===== src/rur_pkg.sv =====
`default_nettype none
package rur_pkg;
  // map layout, one 16-bit word per address
  localparam logic [15:0] IDX_BASE     = 16'h1280;
  localparam logic [15:0] IDX_LAST     = 16'h12f7;
  localparam logic [15:0] WIN_BASE     = 16'h0100;
  localparam logic [15:0] WIN_LAST     = 16'h0177;
  localparam logic [7:0]  WIN_WORDS    = 8'h78;
  localparam logic [6:0]  IDX_TOP      = 7'h77;
  localparam logic [15:0] IDX_RESET    = 16'h0000;
  // function and exception codes of the register protocol
  localparam logic [7:0]  FN_RD_HOLD   = 8'h03;
  localparam logic [7:0]  FN_RD_INPUT  = 8'h04;
  localparam logic [7:0]  FN_WR_SINGLE = 8'h06;
  localparam logic [7:0]  FN_WR_MULTI  = 8'h10;
  localparam logic [7:0]  EXC_FUNC     = 8'h01;
  localparam logic [7:0]  EXC_ADDR     = 8'h02;
  localparam logic [7:0]  EXC_VALUE    = 8'h03;
  // factory index groups: first source of each run
  localparam logic [15:0] DEF_ALARM    = 16'h0014;
  localparam logic [15:0] DEF_TRIP     = 16'h001a;
  localparam logic [15:0] DEF_MODE     = 16'h0022;
  localparam logic [15:0] DEF_CURRENT  = 16'h0030;

  // factory source address of one index entry
  function automatic logic [15:0] defaultIndex(input logic [6:0] idx);
    logic [15:0] i;
    i = {9'h000, idx};
    if (idx <= 7'h02) return DEF_ALARM + i;
    if (idx <= 7'h05) return DEF_TRIP + i - 16'h0003;
    if (idx <= 7'h08) return DEF_MODE + i - 16'h0006;
    if (idx <= 7'h10) return DEF_CURRENT + i - 16'h0009;
    case (idx)
      7'h11:   return 16'h0010;
      7'h12:   return 16'h0013;
      7'h13:   return 16'h0021;
      7'h14:   return 16'h0038;
      7'h15:   return 16'h0039;
      7'h16:   return 16'h003a;
      7'h17:   return 16'h0050;
      7'h18:   return 16'h0051;
      7'h19:   return 16'h0052;
      7'h1a:   return 16'h0053;
      7'h1b:   return 16'h0054;
      7'h1c:   return 16'h0055;
      7'h1d:   return 16'h0056;
      default: return IDX_RESET;
    endcase
  endfunction

  // true when cnt words from start all fall inside base..last
  function automatic logic inRange(input logic [15:0] start, input logic [7:0] cnt,
                                   input logic [15:0] base, input logic [15:0] last);
    logic [16:0] endA;
    endA = {1'b0, start} + {9'h000, cnt} - 17'h00001;
    return (cnt != 8'h00) && (start >= base) && (endA <= {1'b0, last});
  endfunction
endpackage
`default_nettype wire


===== src/rur_tbl_if.sv =====
`timescale 1ns/1ps
`default_nettype none
interface rur_tbl_if;
  logic        wrEn;
  logic [6:0]  wrIdx;
  logic [15:0] wrData;
  logic [6:0]  rdIdx;
  logic [15:0] rdData;
  modport store (input wrEn, input wrIdx, input wrData, input rdIdx, output rdData);
  modport user  (output wrEn, output wrIdx, output wrData, output rdIdx, input rdData);
endinterface
`default_nettype wire


===== src/rur_remap_window.sv =====
`timescale 1ns/1ps
`default_nettype none
// Function
// - A table of 120 index entries sits at 1280h..12F7h, each holding a source address.
// - Reading window slot n at 0100h..0177h returns the register named by index entry n.
// - Any source address value is accepted into an index entry, unchecked.
// - Index entries are written with function 06 or 16, and both are accepted.
// - Index entry k is located at the index base plus k.
// - Index contents are kept in the setpoint store and restored after power-up.
// - One read over adjacent slots returns every mapped value in index order.
// - Slots 100h..102h default to sources 0014h..0016h.
// - Slots 103h..105h default to sources 001Ah..001Ch.
// - Slots 106h..108h default to 0022h..0024h and 109h..110h to 0030h..0037h.
// - Slots 111h..11Dh default to the listed run 0010h through 0056h.
// - Defaults come in four polling groups, yet every entry stays writable.
// - Every address in the block designates one 16-bit word.
// - An address outside the allowed regions draws exception code 02.
// - A request with a CRC error is dropped with no answer at all.
module rur_remap_window import rur_pkg::*; (
  // clock and reset
  input  wire logic        sys_clk,
  input  wire logic        rst,
  // parsed requests from the frame engine
  input  wire logic        reqValid,
  output logic             reqReady,
  input  wire logic [7:0]  reqFunc,
  input  wire logic [15:0] reqAddr,
  input  wire logic [7:0]  reqCount,
  input  wire logic [15:0] reqWdata,
  input  wire logic        reqCrcOk,
  // answers to the frame engine
  output logic             rspValid,
  output logic [15:0]      rspData,
  output logic             rspLast,
  output logic             excValid,
  output logic [7:0]       excCode,
  // live register map fetch
  output logic             srcReq,
  output logic [15:0]      srcAddr,
  input  wire logic        srcValid,
  input  wire logic [15:0] srcRdata,
  // setpoint store
  output logic             nvRdReq,
  output logic [6:0]       nvRdIdx,
  input  wire logic        nvRdValid,
  input  wire logic [15:0] nvRdData,
  input  wire logic        nvBlank,
  output logic             nvWrValid,
  output logic [6:0]       nvWrIdx,
  output logic [15:0]      nvWrData
);
  typedef enum logic [2:0] {ST_LOAD, ST_IDLE, ST_IDXRD, ST_FETCH, ST_WAIT} rur_state_e;

  rur_state_e  state;
  rur_state_e  next_state;
  logic [15:0] curAddr;
  logic [7:0]  remain;

  rur_tbl_if   tbl();

  logic        ldWrEn;
  logic [6:0]  ldIdx;
  logic [15:0] ldData;
  logic        ldDone;

  // power-up restore of the index from the setpoint store
  rur_nv_loader u_loader (
    .sys_clk   (sys_clk),
    .rst       (rst),
    .nvRdReq   (nvRdReq),
    .nvRdIdx   (nvRdIdx),
    .nvRdValid (nvRdValid),
    .nvRdData  (nvRdData),
    .nvBlank   (nvBlank),
    .ldWrEn    (ldWrEn),
    .ldIdx     (ldIdx),
    .ldData    (ldData),
    .ldDone    (ldDone)
  );

  rur_index_store u_store (
    .sys_clk (sys_clk),
    .rst     (rst),
    .tbl     (tbl.store)
  );

  // request decode
  logic        accept;
  logic        goodReq;
  logic        isRead;
  logic        isWrite;
  logic [7:0]  span;
  logic        idxHit;
  logic        winHit;
  logic        cntBad;
  logic        hostWr;
  logic        excNow;
  logic [7:0]  excSel;
  assign accept  = reqValid && reqReady;
  assign goodReq = accept && reqCrcOk;
  assign isRead  = (reqFunc == FN_RD_HOLD) || (reqFunc == FN_RD_INPUT);
  assign isWrite = (reqFunc == FN_WR_SINGLE) || (reqFunc == FN_WR_MULTI);
  // each write request carries one word, so its span is one address
  assign span    = isWrite ? 8'h01 : reqCount;
  assign idxHit  = inRange(reqAddr, span, IDX_BASE, IDX_LAST);
  assign winHit  = inRange(reqAddr, span, WIN_BASE, WIN_LAST);
  assign cntBad  = isRead && ((reqCount == 8'h00) || (reqCount > WIN_WORDS));
  assign hostWr  = goodReq && isWrite && idxHit;

  // exception selection: function first, then value, then address
  assign excNow  = goodReq && (!(isRead || isWrite) || cntBad ||
                   (isRead && !idxHit && !winHit) || (isWrite && !idxHit));
  assign excSel  = !(isRead || isWrite) ? EXC_FUNC : (cntBad ? EXC_VALUE : EXC_ADDR);

  // table ports: loader owns the write side until the restore finishes
  logic [15:0] wrOff;
  logic [15:0] curOff;
  assign wrOff      = reqAddr - IDX_BASE;
  assign curOff     = curAddr - ((state == ST_IDXRD) ? IDX_BASE : WIN_BASE);
  assign tbl.wrEn   = ldWrEn || hostWr;
  assign tbl.wrIdx  = ldWrEn ? ldIdx : wrOff[6:0];
  // any address value is stored as is; no range check on the source
  assign tbl.wrData = ldWrEn ? ldData : reqWdata;
  assign tbl.rdIdx  = curOff[6:0];

  // word stepping
  logic        wordLast;
  logic        wordStep;
  logic [15:0] next_rspData;
  assign wordLast     = (remain == 8'h01);
  assign wordStep     = (state == ST_IDXRD) || ((state == ST_WAIT) && srcValid);
  // the live fetch result, never a copy taken at index write time
  assign next_rspData = (state == ST_IDXRD) ? tbl.rdData :
                        (state == ST_WAIT)  ? srcRdata : reqWdata;

  // next state
  always_comb begin
    next_state = state;
    case (state)
      ST_LOAD: begin
        if (ldDone) next_state = ST_IDLE;
      end
      ST_IDLE: begin
        if (goodReq && isRead && !cntBad) begin
          if (winHit) next_state = ST_FETCH;
          else if (idxHit) next_state = ST_IDXRD;
        end
      end
      ST_IDXRD: begin
        if (wordLast) next_state = ST_IDLE;
      end
      ST_FETCH: next_state = ST_WAIT;
      ST_WAIT: begin
        if (srcValid) next_state = wordLast ? ST_IDLE : ST_FETCH;
      end
      default: next_state = ST_LOAD;
    endcase
  end

  // state and request handshake; busy while restoring or streaming
  always_ff @(posedge sys_clk) begin
    if (rst) begin
      state    <= ST_LOAD;
      reqReady <= 1'b0;
    end else begin
      state    <= next_state;
      reqReady <= (next_state == ST_IDLE);
    end
  end

  // read cursor walks the slots in index order
  always_ff @(posedge sys_clk) begin
    if (rst) begin
      curAddr <= 16'h0000;
      remain  <= 8'h00;
    end else if (goodReq && isRead) begin
      curAddr <= reqAddr;
      remain  <= reqCount;
    end else if (wordStep) begin
      curAddr <= curAddr + 16'h0001;
      remain  <= remain - 8'h01;
    end
  end

  // answer words: one per slot, write echoes close with rspLast
  always_ff @(posedge sys_clk) begin
    if (rst) begin
      rspValid <= 1'b0;
      rspData  <= 16'h0000;
      rspLast  <= 1'b0;
      excValid <= 1'b0;
      excCode  <= 8'h00;
    end else begin
      rspValid <= wordStep || hostWr;
      rspData  <= next_rspData;
      rspLast  <= hostWr || (wordStep && wordLast);
      excValid <= excNow;
      excCode  <= excNow ? excSel : excCode;
    end
  end

  // slot resolution: the index entry names the live register to fetch
  always_ff @(posedge sys_clk) begin
    if (rst) begin
      srcReq  <= 1'b0;
      srcAddr <= 16'h0000;
    end else begin
      srcReq  <= (state == ST_FETCH);
      srcAddr <= (state == ST_FETCH) ? tbl.rdData : srcAddr;
    end
  end

  // host writes go to the setpoint store so the remap survives power loss
  always_ff @(posedge sys_clk) begin
    if (rst) begin
      nvWrValid <= 1'b0;
      nvWrIdx   <= 7'h00;
      nvWrData  <= 16'h0000;
    end else begin
      nvWrValid <= hostWr;
      nvWrIdx   <= hostWr ? wrOff[6:0] : nvWrIdx;
      nvWrData  <= hostWr ? reqWdata : nvWrData;
    end
  end
endmodule // rur_remap_window
`default_nettype wire


===== src/rur_index_store.sv =====
`timescale 1ns/1ps
`default_nettype none
module rur_index_store import rur_pkg::*; (
  // clock and reset
  input  wire logic   sys_clk,
  input  wire logic   rst,
  // table access
  rur_tbl_if.store    tbl
);
  logic [15:0] mem [120];

  // write port; no reset on the words, the loader fills every entry after reset
  always_ff @(posedge sys_clk) begin
    if (tbl.wrEn && (tbl.wrIdx <= IDX_TOP)) begin
      mem[tbl.wrIdx] <= tbl.wrData;
    end
  end

  // read is combinational so a slot can be resolved in the fetch cycle
  assign tbl.rdData = (tbl.rdIdx <= IDX_TOP) ? mem[tbl.rdIdx] : IDX_RESET;
endmodule // rur_index_store
`default_nettype wire


===== src/rur_nv_loader.sv =====
`timescale 1ns/1ps
`default_nettype none
module rur_nv_loader import rur_pkg::*; (
  // clock and reset
  input  wire logic        sys_clk,
  input  wire logic        rst,
  // setpoint store read side
  output logic             nvRdReq,
  output logic [6:0]       nvRdIdx,
  input  wire logic        nvRdValid,
  input  wire logic [15:0] nvRdData,
  input  wire logic        nvBlank,
  // table fill
  output logic             ldWrEn,
  output logic [6:0]       ldIdx,
  output logic [15:0]      ldData,
  output logic             ldDone
);
  typedef enum logic [1:0] {LD_REQ, LD_WAIT, LD_DONE} rur_ld_e;
  rur_ld_e ldState;

  // walk all entries; a blank store yields the factory contents
  always_ff @(posedge sys_clk) begin
    if (rst) begin
      ldState <= LD_REQ;
      nvRdReq <= 1'b0;
      nvRdIdx <= 7'h00;
      ldWrEn  <= 1'b0;
      ldIdx   <= 7'h00;
      ldData  <= IDX_RESET;
      ldDone  <= 1'b0;
    end else begin
      nvRdReq <= 1'b0;
      ldWrEn  <= 1'b0;
      case (ldState)
        LD_REQ: begin
          nvRdReq <= 1'b1;
          ldState <= LD_WAIT;
        end
        LD_WAIT: begin
          if (nvRdValid) begin
            ldWrEn  <= 1'b1;
            ldIdx   <= nvRdIdx;
            ldData  <= nvBlank ? defaultIndex(nvRdIdx) : nvRdData;
            nvRdIdx <= nvRdIdx + 7'h01;
            ldState <= (nvRdIdx == IDX_TOP) ? LD_DONE : LD_REQ;
          end
        end
        LD_DONE: ldDone <= 1'b1;
        default: ldState <= LD_REQ;
      endcase
    end
  end
endmodule // rur_nv_loader
`default_nettype wire


===== config.mk =====
export PLATFORM = sky130hd
export DESIGN_NAME = rur_remap_window
export DESIGN_NICKNAME = d
export VERILOG_FILES = /design/src/rur_pkg.sv /design/src/rur_tbl_if.sv /design/src/rur_remap_window.sv /design/src/rur_index_store.sv /design/src/rur_nv_loader.sv
export SDC_FILE = /design/constraint.sdc
export NUM_CORES = 2
export LEC_CHECK = 0
export BUFFER_PORTS_ARGS = -buffer_cell sky130_fd_sc_hd__buf_2
export CORE_MARGIN = 2
export CORE_UTILIZATION = 60
export CTS_CLUSTER_SIZE = 25
export DETAILED_ROUTE_END_ITERATION = 8
export HOLD_SLACK_MARGIN = 0.15
export PLACE_DENSITY = 0.76
export SETUP_SLACK_MARGIN = 0.05
export SYNTH_ARGS = -nofsm -noshare
export SYNTH_HDL_FRONTEND = slang
export SYNTH_SLANG_ARGS = --single-unit

===== constraint.sdc =====
create_clock -name sys_clk -period 8.9 [get_ports sys_clk]
set_input_delay 1.335 -clock sys_clk [delete_from_list [all_inputs] [get_ports sys_clk]]
set_output_delay 1.335 -clock sys_clk [all_outputs]
set_load 0.02 [all_outputs]

# --- Yosys cells after proc, flatten, opt, wreduce, memory -nomap -nowiden ---
# Memory sizes are Yosys's and may differ from the RTL's. A register that Yosys moved wholly into a read port is not among the register bits.
# Cells that the tools add are included.
# Widths: inputs -> output; s select.
totals:
  mem_count: 2
  register_bits: 131
  mem_bits_rw: 1920
  output_inout_bits: 77
  rom_bits: 224
op_classes:
  magnitude_cmp: 11
  n_mux: 61
  bitwise_logic: 2
  n_eq_ne: 14
  add_sub_neg: 14
  reduce_logical: 42
mem_list:
  columns: ["name", "depth", "width", "read_ports", "rd_ports_with_merged_regs", "wr", "line_no", "rtl"]
  rows:
  - ["u_store.mem", 120, 16, 1, 0, 1, "rur_index_store.sv:10", "logic [15:0] mem [120];"]
  - ["(no name shown)", 32, 7, 1, 1, 0, "rur_pkg.sv:33", "case (idx)"]
op_table:
  columns: ["op", "n"]
  rows:
  - ["$mux 16", 16]
  - ["$mux 1", 27]
  - ["$mux 8", 3]
  - ["$logic_and 1x1->1", 18]
  - ["$mux 3", 6]
  - ["$add 16x8->17", 1]
  - ["$le 17x13->1 const B", 1]
  - ["$le 17x9->1 const B", 1]
  - ["$sub 17x1->17 const B", 1]
  - ["$add 16x1->16 const B", 1]
  - ["$add 5x7->8 const A", 2]
  - ["$add 6x7->8 const A", 2]
  - ["$eq 8x3->1 const B", 2]
  - ["$ge 16x13->1 const B", 1]
  - ["$ge 16x9->1 const B", 1]
  - ["$sub 16x2->16 const B", 1]
  - ["$sub 16x3->16 const B", 1]
  - ["$sub 16x4->16 const B", 1]
  - ["$pmux 3 s5", 1]
  - ["$le 7x7->1 const B", 2]
  - ["$logic_or 1x1->1", 11]
  - ["$mux 5", 2]
  - ["$eq 8x1->1 const B", 1]
  - ["$eq 8x2->1 const B", 1]
  - ["29 further kinds", 40]

# --- Longest topological paths before layout ---
logic_depth:
  ltp_word: 25
  depth_mapped: 21

# --- Hierarchy ---
# From an unflattened synthesis, not the netlist that was laid out.
hier_totals:
  hier_cells: 4864
  hier_area_um2: 82673.0
modules_own_cells:
  columns: ["mod", "seq_area_each_um2", "area_each_um2", "n_inst", "cells_per_inst"]
  rows:
  - ["rur_index_store", 57655.3, 74567.8, 1, 3855]
  - ["rur_remap_window", 1621.6, 5393.9, 1, 671]
  - ["rur_nv_loader", 840.8, 2711.4, 1, 338]

# --- Worst setup path after synthesis ---
# Ideal clock, no wire load.
synth_path:
  path_type: "input port to flip-flop"
  from: "in reqFunc[5]"
  to: "mem u_store.mem[100][0] (enable)"
  slack_ns: 1.957
  arrival_ns: 6.533
  setup_time_ns: 0.409
  n_path_buf: 4
  cell_stages: 20
  required_time_ns: 8.491
  path_cell_list: "or4_1 > a211o_1 > clkbuf_1 > nand2_1 > ha_1 > inv_1 > ha_1 > fa_1 > a21o_1 > a31oi_1 > o221ai_1 > and3_1 > nor4_1 > a21oi_1 > and4b_1 > buf_4 > buf_12 > a2bb2oi_4 > buf_6 > nor3_1"
synth_via:
  elab_chain_cells: 12
synth_lines:
  columns: ["element", "line_no", "rtl"]
  rows:
  - ["from (decl)", "rur_remap_window.sv:26", "input wire logic [7:0] reqFunc,"]
  - ["$eq 8x3->1 / $eq 8x5->1 (equally long branches)", "rur_remap_window.sv:102", "assign isWrite = (reqFunc == FN_WR_SINGLE) || (reqFunc == FN_WR_MULTI);"]
  - ["$logic_or 1x1->1 *", "rur_remap_window.sv:102", null]
  - ["$mux 8", "rur_remap_window.sv:104", "assign span = isWrite ? 8'h01 : reqCount;"]
  - ["$add 16x8->17", "rur_pkg.sv:55", "endA = {1'b0, start} + {9'h000, cnt} - 17'h00001;"]
  - ["$sub 17x1->17", "rur_pkg.sv:55", null]
  - ["$le 17x13->1", "rur_pkg.sv:56", "return (cnt != 8'h00) && (start >= base) && (endA <= {1'b0, last});"]
  - ["$logic_and 1x1->1", "rur_pkg.sv:56", null]
  - ["$logic_and 1x1->1 *", "rur_remap_window.sv:108", "assign hostWr = goodReq && isWrite && idxHit;"]
  - ["$logic_or 1x1->1 *", "rur_remap_window.sv:120", "assign tbl.wrEn = ldWrEn || hostWr;"]
  - ["$logic_and 1x1->1 *", "rur_index_store.sv:14", "if (tbl.wrEn && (tbl.wrIdx <= IDX_TOP)) begin"]
  - ["$mux 1 *", "rur_index_store.sv:14", null]
  - ["$mux 1 (implied by the code) *", "rur_index_store.sv:15", "mem[tbl.wrIdx] <= tbl.wrData;"]
  - ["to (decl)", "rur_index_store.sv:10", null]
# Mark *: on every way between the ends. The rest lies on a longest branch, timed or not.

# --- Final worst setup path ---
layout_path:
  from: "in reqFunc[5]"
  to: "mem u_store.mem[28][0] (enable)"
# The elaborated chain is that of the path after synthesis.

==> metrics.cfg <==
[placement]
numPortBuffers = 157
place_congestion = 0.906
dp_hpwl_um = 117000

[sta]
final.setup_skew_ns = 0.0469
timing_max_transition_violations_final = 0
final_period_minus_worst_setup_slack_ns = 6.93
maximum_clock_rate_mhz = 144
worstMarginPinSlew_ns = 1.32
tns_ns = 0
slew_headroom_pct = 11.1
rsz0062_at_grt = false
finalSetupViolations = 0
final_min_period_over_clock_period_pct = 77.8
hold_viol_final = 0

[synth]
portion_of_the_post_synthesis_area_used_by_sequential_elements_pct = 73.7
synth-seq-cells = 2050
ys_top_cells_by_count = edfxtp_1 (1,920), mux4_2 (611), nor2_1 (167)
number_of_distinct_library_cells_after_synthesis = 85
async_set_or_reset_register_ratio_after_synthesis_pct = 0
netlist.area_leader.share_pct = 70.6
syn-cell-area_sq_mm = 0.0817
top_cells_by_area_in_the_synthesized_netlist = edfxtp_1 (71%), mux4_2 (17%), dfxtp_1 (3.2%), ha_1 (0.96%), nor2_1 (0.77%)
synth.most_common_cell = edfxtp_1
synth.largest_area_cell = edfxtp_1
synth_enable_flop_cells = 1920
synth_flop_cell = edfxtp_1
synth_warnings = 0
synthesis.instances = 3926
synthesis.area_per_instance_sq_um = 20.8

[setup_path]
crit_path_end_kind = flop
cpLargestDelayFamily = simple AND/OR/NAND/NOR gates
critical_path_cell_sequence = buf_2, or4_1, a211o_1, nand2_1, ha_1, inv_1, ha_1, fa_1, a21o_1, a31oi_1, o221ai_1, and3_1, nor4_1, a21oi_1, and4b_2, a2bb2oi_4, buf_12, nor3_2
path_max_fanout = 40
cp_max_stage_delay_ns = 1.11
cp_common_cell = ha_1
cp.buffers_inverters = 3
worst_ep_required_time_ns = 9.32
startpoint_type = primary input
worst_path_max_delay_cell = nor3_2
crit_type = in -> reg
worst_ep_arrival_time_ns = 7.35

[route]
first_pass_iters = 6
detail_route.vias_per_cell = 6.79
detail-route-antenna-nets = 0
vias = 41857
detail_route.wirelength_um = 200000
first_iter_violations = 5740
post_drt_wl_per_cell_um = 32.4
route.detailed.drc = 0

[finish]
drive_gt1_share_pct = 30.4
syn_to_final_growth_pct = 12.2
total_nets_final = 4371

[clock_network]
post-cts-setup-buffers = 0
cts.path.max_buffers = 3
numCtsBuffers = 191
holdBufCountCts = 0
htree_num_levels = 4
post_cts.resized_instances = 0
cts-root-buf = clkbuf_16
cts.sinks = 2050
tritoncts = built
clk_latency_ns = 0.83
worst_setup_hold_path_clk_slew_ns = 0.06

[die]
pin_count = 164
standard_cell_core_area_sq_mm = 0.135
die_y_um = 373
initial_core_util_pct = 60.4
dieArea_sq_mm = 0.139
number_of_placement_rows = 135
die_w_um = 373

[power_and_ir_drop]
leakagePower_nw = 28.4
cellPowerDensity_mw_per_mm2 = 208
peak_supply_drop_mv = 0.183
total_power_w = 0.0191

[grt]
first_global_vias = 41226
pin_count_of_the_biggest_net_entering_global_routing = 134
antenna_found_initial = 8
overflow = 0
grt_pass1_wl_um = 291000
globalRouteTotalUtil_pct = 29.1

[status]
status = finished, final reports clean

[min_path]
hold_removal_path_class = reg -> reg

[run]
timing.max_cap.violations = 0

## per-layer routing
layer	vias to the layer above	wire length (um)	global-route usage [%]	part of all wire, %
met2	2705	93300	44.0	47
met1	21830	76300	42.3	38
li1	16942	-	-	-
met5	-	47	0	0.024
met3	372	23000	7.44	12
met4	8	6930	9.53	3.5
## path summary, 6_finish.rpt
| kind | slack (ns) | from | to | cells past startpoint |
|---|---|---|---|---|
| setup / recovery | 1.97 | reqFunc[5] | u_store.mem[28][0] | 18 |
| hold / removal | 0.45 | u_loader.ldDone | u_loader.ldDone | 2 |
| setup reg to reg | 4.26 | flop | srcAddr[2] | 7 |
| hold reg to reg | 0.45 | u_loader.ldDone | u_loader.ldDone | 2 |
## flip-flops by register name, indices dropped and copies added, names as in the netlist, named ones only
signal,flops
curAddr,7
excCode,2
excValid,1
nvWrData,16
nvWrIdx,7
nvWrValid,1
remain,8
reqReady,1
rspData,16
rspLast,1
rspValid,1
srcAddr,16
srcReq,1
state,3
u_loader.ldData,16
u_loader.ldDone,1
u_loader.ldIdx,7
u_loader.ldState,2
u_loader.ldWrEn,1
u_loader.nvRdIdx,7
u_loader.nvRdReq,1
u_store.mem,1920
## where the power goes
part / leakage, nW / internal (W) / switching, W / total, W
Sequential: 18.4 / 0.0106 / 0.00000832 / 0.0106
Clock: 2.96 / 0.00447 / 0.00349 / 0.00796
Combinational: 7.04 / 0.000109 / 0.000435 / 0.000544
## through the flow
step / setup WS [ns] / utilization [%] / area (sq um) / hold slack (ns) / std cells
after CTS: 2.04 / 67.7 / 91700 / 0.449 / 6160
after global placement: 1.41 / 63.3 / 85600 / 0.441 / 5808
final: 1.97 / 67.8 / 91700 / 0.448 / 6163
after floorplan: 1.96 / - / 81700 / 0.426 / 3931
after global routing: 1.62 / 67.7 / 91700 / 0.463 / 6160
after detailed placement: 1.24 / 63.3 / 85600 / 0.442 / 5808
## cells in the final DEF, fill, tap and decap left out, types with 9 or more instances in the layout
cell type | synthesis | final
mux2_4 | 0 | 16
xor2_1 | 10 | 10
bufinv_16 | 0 | 15
o211ai_1 | 19 | 19
clkinv_1 | 2 | 45
nor4_1 | 10 | 10
nor3_2 | 0 | 59
clkbuf_16 | 0 | 195
a32o_1 | 16 | 16
nand3_1 | 16 | 16
o22ai_1 | 21 | 21
nand2_1 | 113 | 113
mux2i_1 | 50 | 50
nor2_1 | 167 | 166
buf_4 | 11 | 164
inv_1 | 63 | 63
dfxtp_1 | 130 | 124
mux4_2 | 611 | 611
nor3_1 | 103 | 43
xnor2_1 | 32 | 32
nand3b_1 | 9 | 9
o21ai_0 | 22 | 22
a211oi_1 | 29 | 29
clkinv_2 | 0 | 34
mux2_2 | 36 | 20
clkbuf_1 | 124 | 43
buf_2 | 41 | 156
a21oi_1 | 73 | 73
nor2b_1 | 15 | 15
edfxtp_1 | 1920 | 1920
o21ai_1 | 9 | 9
ha_1 | 63 | 63
## logic make-up (layout without fill, tap and decap cells)
kind of cell | Yosys count | after routing | synth area share, %
compound gates | 286 | 286 | 2.49
xor+xnor | 42 | 42 | 0.450
fa+ha+maj | 64 | 64 | 0.989
buf+inv | 298 | 746 | 1.57
flops | 2050 | 2050 | 73.7
mux | 697 | 697 | 17.9
other cells | 1 | 9 | 0.00459
simple gates | 488 | 488 | 2.80
## final cells by class
| type | instances | area, sq um |
|---|---|---|
| antenna | 3 | 7.51 |
| clock buffer | 240 | 5060 |
| clock inverter | 112 | 1010 |
| fill | 8168 | 43600 |
| inverter | 66 | 253 |
| multi-input combinational | 1583 | 20700 |
| sequential | 2050 | 60300 |
| tap | 1781 | 2230 |
| timing repair buffer | 328 | 2170 |
## worst min-delay path: stages (launching register included)
cell and delay [ns]:
dfxtp_1 0.31, inv_1 0.05, a21oi_1 0.05
Note: power is estimated with default switching activity, not from simulation.
